[config.mk]
export PLATFORM = sky130hd
export DESIGN_NAME = uvc_vendor_regs
export DESIGN_NICKNAME = d
export VERILOG_FILES = /design/src/uvc_pkg.sv /design/src/uvc_vendor_regs.sv
export VERILOG_INCLUDE_DIRS = /design/src /design/src/src
export SDC_FILE = /design/constraint.sdc
export NUM_CORES = 1
export LEC_CHECK = 0
export ABC_CLOCK_PERIOD_IN_PS = 2900
export BUFFER_PORTS_ARGS = -buffer_cell sky130_fd_sc_hd__clkbuf_2
export CAP_MARGIN = 20
export CORE_MARGIN = 3
export CORE_UTILIZATION = 40
export CTS_BUF_LIST = sky130_fd_sc_hd__clkbuf_8
export CTS_CLUSTER_DIAMETER = 60
export DETAILED_ROUTE_END_ITERATION = 8
export GPL_ROUTABILITY_DRIVEN = 0
export PLACE_DENSITY_LB_ADDON = 0.25
export SETUP_SLACK_MARGIN = 0.1
export SLEW_MARGIN = 25
export SYNTH_ARGS = -nofsm -noshare
export SYNTH_HDL_FRONTEND = slang
export SYNTH_SLANG_ARGS = --single-unit
[constraint.sdc]
create_clock -name ref_clk -period 2.9 [get_ports ref_clk]
set_clock_uncertainty 0.2 [all_clocks]
set_input_delay 0.435 -clock ref_clk [delete_from_list [all_inputs] [get_ports ref_clk]]
set_output_delay 0.435 -clock ref_clk [all_outputs]
set_load 0.05 [all_outputs]
[src/uvc_defs.svh]
// offsets, field positions, reset values and timing counts of the vendor control registers
`ifndef UVC_DEFS_SVH
`define UVC_DEFS_SVH
`define UVC_ADDR_HEADSET      6'h33
`define UVC_ADDR_ID_WRITE     6'h36
`define UVC_ADDR_ID_SET       6'h37
`define UVC_ADDR_ID_CLEAR     6'h38
`define UVC_ADDR_IO_WRITE     6'h39
`define UVC_ADDR_IO_SET       6'h3A
`define UVC_ADDR_IO_CLEAR     6'h3B
`define UVC_ADDR_CARKIT_STAT  6'h1F
`define UVC_ADDR_CARKIT_LATCH 6'h21
`define UVC_ADDR_VENDOR_LO    6'h30
`define UVC_ADDR_VENDOR_HI    6'h3F
`define UVC_HEADSET_KEY       4'hA
`define UVC_HEADSET_RESET     4'h0
`define UVC_ID_CODE_LSB       0
`define UVC_ID_DONE_BIT       3
`define UVC_ID_GO_BIT         4
`define UVC_ID_MUST_ZERO_BIT  5
`define UVC_ID_IRQ_EN_BIT     6
`define UVC_ID_RW_MASK        8'h70
`define UVC_ID_RESET          8'h00
`define UVC_IO_SWAP_BIT       1
`define UVC_IO_UART_REG_LSB   2
`define UVC_IO_PU_POS_BIT     4
`define UVC_IO_PU_NEG_BIT     5
`define UVC_IO_USB_REG_LSB    6
`define UVC_IO_RW_MASK        8'hFE
`define UVC_IO_RESET          8'h04
`define UVC_LATCH_ID_BIT      3
`define UVC_MEASURE_NS        282000
`define UVC_CLK_NS            20
`define UVC_MEASURE_CYCLES    ((`UVC_MEASURE_NS + `UVC_CLK_NS - 1) / `UVC_CLK_NS)
`endif

[src/uvc_pkg.sv]
// types shared by the vendor control register block
package uvc_pkg;
    typedef enum logic [1:0] {
        UVC_MODE_SYNC  = 2'b00,
        UVC_MODE_LOWPW = 2'b01,
        UVC_MODE_SER   = 2'b11,
        UVC_MODE_UART  = 2'b10
    } uvc_mode_e;
    typedef enum logic [1:0] {
        UVC_M_IDLE = 2'b00,
        UVC_M_RUN  = 2'b01,
        UVC_M_DONE = 2'b11
    } uvc_meas_e;
    typedef struct packed {
        logic       we;
        logic       re;
        logic [5:0] addr;
        logic [7:0] wdata;
    } uvc_req_s;
    typedef struct packed {
        logic       swap;
        logic       pu_pos;
        logic       pu_neg;
        logic [1:0] reg_sel;
        logic       headset;
    } uvc_ctl_s;
endpackage

[src/uvc_vendor_regs.sv]
// vendor register bank: headset key, id resistor measurement, io/power
`timescale 1ns/1ns
`default_nettype none
`include "uvc_defs.svh"

module uvc_vendor_regs
    import uvc_pkg::*;
#(
    parameter int MEASURE_CYCLES = `UVC_MEASURE_CYCLES
) (
    // clock and reset
    input  wire logic       ref_clk,
    input  wire logic       rstn,
    // immediate register access from the ulpi engine
    input  wire uvc_req_s   req,
    output logic [7:0]      rdata,
    output logic            rhit,
    // carkit side
    input  wire logic       carkit_irq_enable,
    // phy state
    input  wire uvc_mode_e  mode,
    input  wire logic       uart_transmit_enable,
    input  wire logic       audio_mode,
    // measurement converter
    input  wire logic [2:0] converter_code,
    // controls to the analog side
    output uvc_ctl_s        ctl,
    output logic            alt_int,
    output logic            speaker_swap
);

    // the run counter is 20 bits wide, so longer runs cannot be served
    if (MEASURE_CYCLES < 1 || MEASURE_CYCLES > 1048575) begin : g_bad_len
        $error("measure cycle count out of range");
    end

    // ****************************************
    // address decode
    // ****************************************
    wire logic in_vendor = req.addr >= `UVC_ADDR_VENDOR_LO
                        && req.addr <= `UVC_ADDR_VENDOR_HI;
    wire logic a_hs   = req.addr == `UVC_ADDR_HEADSET;
    wire logic a_idw  = req.addr == `UVC_ADDR_ID_WRITE;
    wire logic a_ids  = req.addr == `UVC_ADDR_ID_SET;
    wire logic a_idc  = req.addr == `UVC_ADDR_ID_CLEAR;
    wire logic a_iow  = req.addr == `UVC_ADDR_IO_WRITE;
    wire logic a_ios  = req.addr == `UVC_ADDR_IO_SET;
    wire logic a_ioc  = req.addr == `UVC_ADDR_IO_CLEAR;
    wire logic a_id   = a_idw | a_ids | a_idc;
    wire logic a_io   = a_iow | a_ios | a_ioc;
    wire logic a_ckst = req.addr == `UVC_ADDR_CARKIT_STAT;
    wire logic a_ckl  = req.addr == `UVC_ADDR_CARKIT_LATCH;

    // ****************************************
    // storage
    // ****************************************
    logic [3:0]  hs_reg;
    logic [7:0]  id_ctl_reg;
    logic [7:0]  io_reg;
    logic [2:0]  code_reg;
    logic        done_reg;
    logic        latch_reg;
    logic [19:0] cnt_reg;
    uvc_meas_e   st_reg;

    // ****************************************
    // alias write merge
    // ****************************************
    function automatic logic [7:0] merge(input logic [7:0] cur,
                                         input logic [7:0] wd,
                                         input logic [7:0] rw,
                                         input logic       w,
                                         input logic       s,
                                         input logic       c);
        logic [7:0] r;
        r = cur;
        if (w)
            r = wd;
        else if (s)
            r = cur | wd;
        else if (c)
            r = cur & ~wd;
        return (r & rw) | (cur & ~rw);
    endfunction

    wire logic [7:0] id_wr = merge(id_ctl_reg, req.wdata, `UVC_ID_RW_MASK,
                                   req.we & a_idw, req.we & a_ids,
                                   req.we & a_idc);
    wire logic [7:0] io_wr = merge(io_reg, req.wdata, `UVC_IO_RW_MASK,
                                   req.we & a_iow, req.we & a_ios,
                                   req.we & a_ioc);

    // ****************************************
    // measurement sequencer
    // ****************************************
    wire logic go_now   = id_ctl_reg[`UVC_ID_GO_BIT];
    wire logic finish   = st_reg == UVC_M_RUN
                       && cnt_reg == 20'(MEASURE_CYCLES - 1);
    // go set to 1 while no run is going (idle or done) starts a run
    wire logic start    = st_reg != UVC_M_RUN && go_now;
    wire logic rd_id    = req.re & a_id;
    wire logic irq_en   = id_ctl_reg[`UVC_ID_IRQ_EN_BIT]
                        | carkit_irq_enable;
    wire logic done_rise = finish & ~done_reg;
    wire logic [7:0] id_view = {1'b0, id_ctl_reg[6:4], done_reg, code_reg};

    uvc_meas_e st_next;
    assign st_next = start  ? UVC_M_RUN  :
                     finish ? UVC_M_DONE : st_reg;

    always_ff @(posedge ref_clk or negedge rstn) begin
        if (!rstn) begin
            st_reg  <= UVC_M_IDLE;
            cnt_reg <= 20'h00000;
        end else begin
            st_reg  <= st_next;
            cnt_reg <= (st_reg == UVC_M_RUN && !finish)
                     ? cnt_reg + 20'h00001 : 20'h00000;
        end
    end

    // ****************************************
    // register updates
    // ****************************************
    always_ff @(posedge ref_clk or negedge rstn) begin
        if (!rstn) begin
            hs_reg     <= `UVC_HEADSET_RESET;
            id_ctl_reg <= `UVC_ID_RESET;
            io_reg     <= `UVC_IO_RESET;
            code_reg   <= 3'h0;
            done_reg   <= 1'b0;
            latch_reg  <= 1'b0;
        end else begin
            if (req.we && a_hs)
                hs_reg <= req.wdata[3:0];
            // completion clears go, a write on the same edge still wins
            id_ctl_reg <= (req.we && a_id) ? id_wr
                        : (finish ? (id_ctl_reg & 8'hEF) : id_ctl_reg);
            if (req.we && a_io)
                io_reg <= io_wr;
            if (finish)
                code_reg <= converter_code;
            // set wins over clear on the same edge
            done_reg  <= finish | (done_reg & ~rd_id);
            // carkit status read leaves done alone
            latch_reg <= (done_rise & irq_en)
                       | (latch_reg & ~(req.re & a_ckl));
        end
    end

    // ****************************************
    // read mux
    // ****************************************
    assign rhit  = req.re & (in_vendor | a_ckst | a_ckl);
    always_ff @(posedge ref_clk or negedge rstn) begin
        if (!rstn)
            rdata <= 8'h00;
        else if (req.re)
            rdata <= a_hs   ? {4'h0, hs_reg}
                   : a_id   ? id_view
                   : a_io   ? {io_reg[7:1], 1'b0}
                   : a_ckst ? {4'h0, done_reg, code_reg}
                   : a_ckl  ? {4'h0, latch_reg, 3'h0}
                   : 8'h00;
    end

    // ****************************************
    // control outputs
    // ****************************************
    wire logic uart = mode == UVC_MODE_UART;
    wire logic [1:0] reg_pick =
        audio_mode ? 2'b00
      : (uart && uart_transmit_enable)
            ? io_reg[`UVC_IO_UART_REG_LSB +: 2]
      : io_reg[`UVC_IO_USB_REG_LSB +: 2];

    always_ff @(posedge ref_clk or negedge rstn) begin
        if (!rstn) begin
            ctl          <= '0;
            alt_int      <= 1'b0;
            speaker_swap <= 1'b0;
        end else begin
            ctl.headset  <= hs_reg == `UVC_HEADSET_KEY;
            ctl.swap     <= io_reg[`UVC_IO_SWAP_BIT];
            ctl.pu_pos   <= io_reg[`UVC_IO_PU_POS_BIT] | uart;
            ctl.pu_neg   <= io_reg[`UVC_IO_PU_NEG_BIT] | uart;
            ctl.reg_sel  <= reg_pick;
            alt_int      <= done_rise & irq_en;
            speaker_swap <= 1'b0;
        end
    end

    // ****************************************
    // checks
    // ****************************************
    // independent count of run cycles, so the length check does not
    // lean on the sequencer's own counter
    logic [19:0] run_len_reg;
    always_ff @(posedge ref_clk or negedge rstn) begin
        if (!rstn)
            run_len_reg <= 20'h00000;
        else if (start)
            run_len_reg <= 20'h00000;
        else if (st_reg == UVC_M_RUN)
            run_len_reg <= run_len_reg + 20'h00001;
    end
endmodule
`default_nettype wire

Word level (Yosys, flattened, before mapping)
Index checks and enable logic that the tools add are counted.

word-level totals
  bits in latches = 0
  output and inout bits = 17
  word-level logic and storage cells = 96
  bits in writable memories = 0
  input bits = 26
  memories kept = 0
  memory bits (read-only) = 0
  flip-flop bits (word level) = 62

operators by class
  reductions and logical operators = 11
  divide/modulo/power cells = 0
  add/subtract/negate cells = 1
  equality and inequality tests = 14
  multiply operators = 0
  bitwise logic cells = 34
  order comparisons = 2
  shift-type cells = 0
  mux-type cells = 18

operators by type and width
  operator                                                            number
  8-bit two-way mux                                                   7
  6-bit == test (second input constant)                               8
  7-bit two-way mux                                                   3
  20-bit by 1-bit adder with 20-bit output (second input constant)    1
  20-bit by 14-bit == test with 1-bit output (second input constant)  1
  20-bit two-way mux                                                  1
  1-bit AND                                                           13
  1-bit bitwise OR                                                    11
  8-bit AND                                                           1
  1-bit logical AND                                                   8
  2-bit two-way mux                                                   4
  4-bit two-way mux                                                   2
  8-bit NOT                                                           1
  7-bit by 8-bit bitwise OR with 8-bit output                         1
  8-bit by 1-bit bitwise OR with 8-bit output                         1
  8-bit bitwise OR                                                    1
  7-bit AND                                                           1
  7-bit bitwise OR                                                    1
  6-bit by 5-bit == test with 1-bit output (second input constant)    1
  6-bit greater-or-equal comparator (second input constant)           1
  6-bit <= comparator (second input constant)                         1
  5-bit two-way mux                                                   1
  4-bit == test (second input constant)                               1
  2-bit nonzero test                                                  2
  5 further kinds                                                     7

Logic depth before layout (Yosys ltp)
Gate-level depths: netlist of the first run.

  depth in word-level cells = 7
  gate-level depth with buffers = 7
  gate-level depth less buffers = 6

Worst setup path before layout of the first run
No wires, ideal clock.

  path type = input port to output port
  start = in req[8] in the netlist's numbering
  end = out rhit
  data arrival time = 2,100 ps
  stages on the path = 4
  required time = 2,265 ps
  path slack = 165 ps
  buffers on the path = 1
  path through = clkbuf_1 > nor4b_1 > nand2_1 > a21boi_0

on the way
  word-level cells in the longest chain between the ends = 5
  elaborated cells between the ends (all ways) = 8
  classes of those cells = order compare (2); eq/ne (2); bitwise (3); reduce/logical (1)

RTL lines
  element                                                                                           line                    RTL
  from (decl)                                                                                       uvc_vendor_regs.sv:15   input wire uvc_req_s req,
  6-bit greater-or-equal comparator (no source line) / 6-bit <= comparator (equally long branches)  n/a
  1-bit logical AND (no source line)                                                                n/a
  1-bit bitwise OR                                                                                  uvc_vendor_regs.sv:154  assign rhit = req.re & (in_vendor | a_ckst | a_ckl);
  1-bit bitwise OR *                                                                                uvc_vendor_regs.sv:154
  1-bit AND *                                                                                       uvc_vendor_regs.sv:154
  to (decl)                                                                                         uvc_vendor_regs.sv:17   output logic rhit,

Mark *: on every way between the ends. The rest lies on a longest branch, timed or not.

Worst setup path in the final report of the first run
  start = reg cnt_reg[11]
  end = reg cnt_reg[12]

on the way
  word-level cells in the longest chain between the ends = 5
  elaborated cells between the ends (all ways) = 6
  classes of those cells = add/sub (1); eq/ne (1); mux (1); reduce/logical (3)

RTL lines
  element                                                                                           line                    RTL
  from (decl)                                                                                       uvc_vendor_regs.sv:63   logic [19:0] cnt_reg;
  from (signal assigned)                                                                            uvc_vendor_regs.sv:117  cnt_reg <= (st_reg == UVC_M_RUN && !finish)
  parallel branches: the longest is 4 deep, another holds 20-bit by 1-bit adder with 20-bit output  n/a
  20-bit two-way mux *                                                                              uvc_vendor_regs.sv:118  ? cnt_reg + 20'h00001 : 20'h00000;

Mark *: on every way between the ends.
A chain may end at the register's enable or synchronous reset.

==> flow_summary_export.csv, run 1 <==
group,metric,value,unit
outcome,status,"completed",
synthesis,synth_common_cells,"dfrtp_1 (55), nor2_1 (39), a21oi_1 (21)",
drt,viasPerCell,5.347,
timing,finalCriticalPeriod,2.305,ns
floorplanning,start_util,41.59,%
timing,min_period_over_period,79.48,%
drt,totalWireLength,5405,microns
synthesis,yosysTopAreaCell,"dfrtp_1",
clock_tree,cts_sinks,56,
floorplanning,ios,43,
global_route,groute.usage.overall,15.08,%
layout,drive_above_1_share,21.90,%
clock_tree,cts_hold_buf,1,
global_route,grt_pass1_vias,1926,
layout,largest_reg_flops,20,
drt,drc,0,
floorplanning,die-width,87.72,microns
power,power.leakage,1.465,nW
synthesis,synth.avg_cell_area,10.20,sq um
clock_tree,cts_setup_buffers,0,
drt,first_iter_violations,120,
placed_design,placed_cell_area,2933,sq um
clock_tree,cts.repair.resized,0,
placed_design,io_buffers,41,
synthesis,synthTopCellsByArea,"dfrtp_1 (52%), nor2_1 (5.5%), xnor2_1 (4.6%)",
setup_path,cp_data_required_time,2.88,ns
clock_tree,cts-root-buf,"clkbuf_8",
placed_design,dp_hpwl,3950,microns
synthesis,synth_top_area_share,51.52,%
clock_tree,cts_made_buffers,5,
synthesis,async_flop_share,100.0,%
synthesis,synth_cells,262,
drt,antenna_left,0,
drt,wl_per_cell,14.11,microns
timing,worst_pin_slew,0.7076,ns
floorplanning,core,6422,sq um
global_route,grt_max_degree,21,
drt,drt_first_pass_iters,4,
synthesis,synth_area,2671,sq um
clock_tree,clock_latency,0.31,ns
floorplanning,dieArea,7695,sq um
setup_path,endpoint_kind,"register",
clock_tree,path_clk_slew,0.11,ns
timing,rsz0062_at_grt,"false",
synthesis,synth_ff_type,"dfrtp_1",
power,p_per_area,609.8,nW/um^2
clock_tree,clk_path_buf_depth,2,
floorplanning,rows,29,
timing,slew_headroom,52.47,%
clock_tree,cts_tree,"yes",
setup_path,cp_max_fo,20,
setup_path,criticalPathCategory,"reg -> reg",
layout,area_growth,14.71,%
layout,antenna_cells,0,
clock_tree,h-tree-depth,2,
timing,drv_slew,0,
worst_hold_path,hold_depth,2,
timing,setup-tns-final,0,ns
global_route,grt_pass1_wl,9287,microns
global_route,globalRouteOverflowTotal,0,
setup_path,critPathLaunchType,"register",
setup_path,cp.arrival,2.29,ns
synthesis,synthesis.nets,289,
synthesis,yosysMostFrequentCell,"dfrtp_1",
floorplanning,die_h,87.72,microns
timing,fmax,433.9,MHz
layout,final_area,3064,sq um
setup_path,reg2regPathDepth,4,
power,ir_worst_vdd,0.3256,mV
layout,utilization,47.71,%
synthesis,ys_ff_latch,56,
timing,finalSetupViolations,0,
power,p_total,0.001869,W
synthesis,yosys_warnings,0,
job,cap_viol_max_count,0,
layout,nets,332,
drt,vias,2048,
synthesis,ys_types,44,
synthesis,seq_area_frac_synth,52.51,%
global_route,antenna_found_initial,0,
timing,hold_viol,0,
worst_hold_path,worstHoldPathType,"in -> reg",
synthesis,synth_edf_count,0,
[layout by cell type (no fill, tap or decap), types with 5 or more instances in the layout]
cell type | synthesis | layout
nand2_1 | 16 | 16
a21o_1 | 5 | 5
dfrtp_1 | 55 | 55
xnor2_1 | 14 | 14
nand2b_1 | 5 | 5
mux2_2 | 7 | 7
a21oi_1 | 21 | 21
nand4_1 | 7 | 7
xor2_1 | 11 | 11
inv_1 | 6 | 6
clkbuf_2 | 0 | 41
nor2_1 | 39 | 39
nand3_1 | 11 | 11
clkbuf_8 | 0 | 6
nor3_1 | 5 | 5
[worst paths after layout]
kind	from	end	slack, ns
worst max-delay path	cnt_reg[11]	cnt_reg[12]	0.60
worst min-delay path	audio_mode	ctl[1]	0.07
worst max register to register	cnt_reg[11]	cnt_reg[12]	0.60
worst min register to register	io_reg[1]	ctl[5]	0.25
max in group asynchronous	rstn	cnt_reg[5]	1.45
min in group asynchronous	rstn	code_reg[2]	0.43
[area by class of cell]
class	instances	area, sq um
multi-input combinational	191	1184
clock buffer	6	82.58
fill	624	3358
timing repair buffer	45	237.7
tap	77	96.34
inverter	6	22.52
sequential	56	1403
clock inverter	2	38.79
[routing by layer]
layer	up-vias	global-route usage, %	share of wire [%]
met4	0	2.929	0.63
li1	1005	-	-
met2	44	24.66	47
met1	994	21.07	48
met3	5	2.916	4.7
met5	-	0	0
[power breakdown]
part	total, W	internal, W	switching (W)
Combinational	0.000341	0.000126	0.000215
Clock	0.000541	0.000283	0.000258
Sequential	0.000987	0.000889	0.0000981
Total	0.00187	0.00130	0.000571
[through the flow]
| step | setup WS [ns] | hold slack (ns) | std cells |
|---|---|---|---|
| after floorplan | 0.1647 | -0.06059 | 262 |
| after global placement | 0.6587 | 0.2021 | 374 |
| after detailed placement | 0.5960 | 0.2056 | 374 |
| after CTS | 0.5830 | 0.07182 | 383 |
| after global routing | 0.4836 | 0.06872 | 383 |
| final | 0.5951 | 0.07326 | 383 |
[cell families after synthesis]
logic type,share of synthesized area (%)
multiplexers,4.075
buffers and inverters,3.185
AND/OR/NAND/NOR,21.03
adder cells (fa/ha/maj),0.4683
XOR/XNOR,8.197
other,0.1404
flip-flops,52.51
AO/OA/AOI/OAI,10.40
[critical path, cell delays in order, from the launching register on]
cell      delay (ns)
dfrtp_1         0.43
or4_1           0.54
or4_1           0.56
nand3b_2        0.35
nor2_1          0.10
Note: power is estimated with default switching activity, not from simulation.
==> run 2, diff against run 1 <==
--- a/config.mk
+++ b/config.mk
@@ -6,7 +6,7 @@
 export SDC_FILE = /design/constraint.sdc
 export NUM_CORES = 1
 export LEC_CHECK = 0
-export ABC_CLOCK_PERIOD_IN_PS = 2900
+export ABC_CLOCK_PERIOD_IN_PS = 1950
 export BUFFER_PORTS_ARGS = -buffer_cell sky130_fd_sc_hd__clkbuf_2
 export CAP_MARGIN = 20
 export CORE_MARGIN = 3
==> constraint.sdc (replaced) <==
create_clock -name ref_clk -period 1.95 [get_ports ref_clk]
set_clock_uncertainty 0.2 [all_clocks]
set_input_delay 0.2925 -clock ref_clk [delete_from_list [all_inputs] [get_ports ref_clk]]
set_output_delay 0.2925 -clock ref_clk [all_outputs]
set_load 0.05 [all_outputs]
==> run 2 against run 1 <==
  * The run now ends with negative setup slack left
  * Register-to-register slack got worse by 0.70 ns
  * Clock power increased by 37%
  * Fmax increased by 12%
  * Power increased by 51%
  * Setup slack got worse by 0.70 ns
  * Sequential power increased by 46%
  * Combinational power increased by 89%
  * Worst hold slack got worse by 0.065 ns
  * Sequential share of layout area decreased by 4.3 points
  * Clock-buffer cell count decreased by 1
  * Critical endpoint is now cnt_reg[0]
  * Largest power group unchanged
==> flow_summary_export.csv, run 2 (same netlist as run 1, synthesis figures left out) <==
group,metric,value,unit
floorplanning,die_h,87.72,microns
floorplanning,dieArea,7695,sq um
worst_hold_path,worstHoldPathType,"in -> reg",
floorplanning,core,6422,sq um
power,power_frac_seq,50.9,%
drt,viasPerCell,5.155,
timing,finalSetupViolations,23,
clock_tree,cts_tree,"yes",
clock_tree,clk_path_buf_depth,2,
timing,fmax,487.3,MHz
power,netSwitchingPower,0.0008610,W
drt,totalWireLength,5754,microns
layout,antenna_cells,0,
setup_path,reg2regPathDepth,6,
drt,drc,0,
setup_path,critPathLaunchType,"register",
timing,fin_ws,-0.1021,ns
outcome,status,"complete, but fails checks",
timing,hold_viol,0,
clock_tree,cts_made_buffers,5,
setup_path,endpoint,"cnt_reg[0]",
timing,min_period_over_period,105.2,%
global_route,antenna_found_initial,0,
clock_tree,path_clk_slew,0.10,ns
power,ir_worst_vdd,0.4058,mV
layout,area_growth,26.56,%
power,p_int,0.001964,W
global_route,grt_pass1_vias,2193,
floorplanning,die-width,87.72,microns
setup_path,worstReg2RegStart,"cnt_reg[11]",
drt,antenna_left,0,
power,combinationalPowerShare,22.8,%
global_route,globalRouteOverflowTotal,0,
setup_path,cp_data_required_time,1.94,ns
layout,utilization,52.64,%
setup_path,worstSetupStartpoint,"cnt_reg[11]",
drt,vias,2129,
layout,final_cell_mix,"dfrtp_1 (55), clkbuf_2 (40), nor2_1 (38)",
drt,drt_first_pass_iters,4,
placed_design,io_buffers,41,
global_route,grt_pass1_wl,10110,microns
layout,largest_reg_flops,20,
global_route,groute.usage.overall,16.43,%
drt,wl_per_cell,13.93,microns
placed_design,dp_hpwl,4356,microns
floorplanning,ios,43,
setup_path,cp.arrival,2.04,ns
drt,first_iter_violations,73,
timing,setup-tns-final,-1.236,ns
setup_path,r2r_end,"cnt_reg[0]",
layout,nets,362,
power,p_sw_share,30.47,%
power,p_per_area,835.7,nW/um^2
clock_tree,h-tree-depth,2,
outcome,violations,"negative setup slack",
clock_tree,clock_latency,0.30,ns
global_route,grt_max_degree,22,
setup_path,reg2reg_slack,-0.10,ns
timing,finalCriticalPeriod,2.052,ns
power,clockPowerShare,26.3,%
timing,rsz0062_at_grt,"true",
job,cap_viol_max_count,0,
setup_path,endpoint_kind,"register",
layout,drive_above_1_share,30.06,%
floorplanning,start_util,41.59,%
layout,layout_commonest_cell,"dfrtp_1",
floorplanning,rows,29,
timing,drv_slew,0,
setup_path,criticalPathCategory,"reg -> reg",
clock_tree,cts_sinks,56,
setup_path,cp_max_fo,10,
clock_tree,cts-root-buf,"clkbuf_8",
power,power.leakage,1.645,nW
==> run 2: area by class of cell <==
class                      count  area, sq um
clock buffer                   5        68.82
clock inverter                 3        38.79
sequential                    56         1403
multi-input combinational    191         1229
tap                           77        96.34
timing repair buffer          75        523.0
inverter                       6        22.52
fill                         590         3042
==> run 2: how the worst min path moves through the flow <==
stage | to | slack, ns | startpoint | cells after the start
CTS | hs_reg[0] | 0.0005 | req[0] | 2
finish | hs_reg[0] | 0.008 | req[0] | 2
floorplan | alt_int | -0.20 | rstn | 0
detailed placement | code_reg[1] | 0.08 | rstn | 1
global route | code_reg[0] | 0.01 | converter_code[0] | 2
global placement | ctl[5] | 0.08 | rstn | 1
==> run 2: through the flow <==
stage               power (W)  worst slack (ns)  instance area, sq um  std cells  hold WS (ns)
global placement     0.002072           -0.1125                  3177        401       0.07934
detailed placement   0.002094           -0.1494                  3177        401       0.08095
CTS                  0.002865           -0.1246                  3406        414     0.0005331
global route         0.002987           -0.1779                  3381        413       0.01359
floorplan            0.001825          -0.09794                  2675        262       -0.2031
finish               0.002825           -0.1021                  3381        413      0.008464
==> run 2: critical path, stage by stage, from the launching register on <==
cell and delay, ns:
dfrtp_1 0.39, or4_4 0.54, or4_4 0.44, nand3b_4 0.11, buf_6 0.10, buf_12 0.11
nor2_1 0.05
==> run 2: repair_timing <==
action | 4_1_cts | 5_1_grt
hold buffers | 2 | 0
cloned | 1 | 0
pin swaps | 4 | 1
hold endpoints to repair | 16 | 0
buffers inserted | 2 | 0
resized for setup | 11 | 2
setup endpoints to repair | 28 | 29
==> run 2: power by group through the flow <==
| stage | Combinational, W | Clock, W | Sequential, W |
|---|---|---|---|
| finish | 0.000643 | 0.000743 | 0.00144 |
| CTS | 0.000651 | 0.000772 | 0.00144 |
| detailed placement | 0.000632 | 0 | 0.00146 |
| floorplan | 0.000267 | 0 | 0.00156 |
| global placement | 0.000617 | 0 | 0.00145 |
| global route | 0.000715 | 0.000809 | 0.00146 |
==> run 2: metal layers <==
layer	global-route usage, %	vias up	part of all wire [%]
met3	3.293	7	5.0
li1	-	1062	-
met1	21.84	1006	45
met2	27.67	54	49
met5	0	-	0
met4	3.905	0	1.0
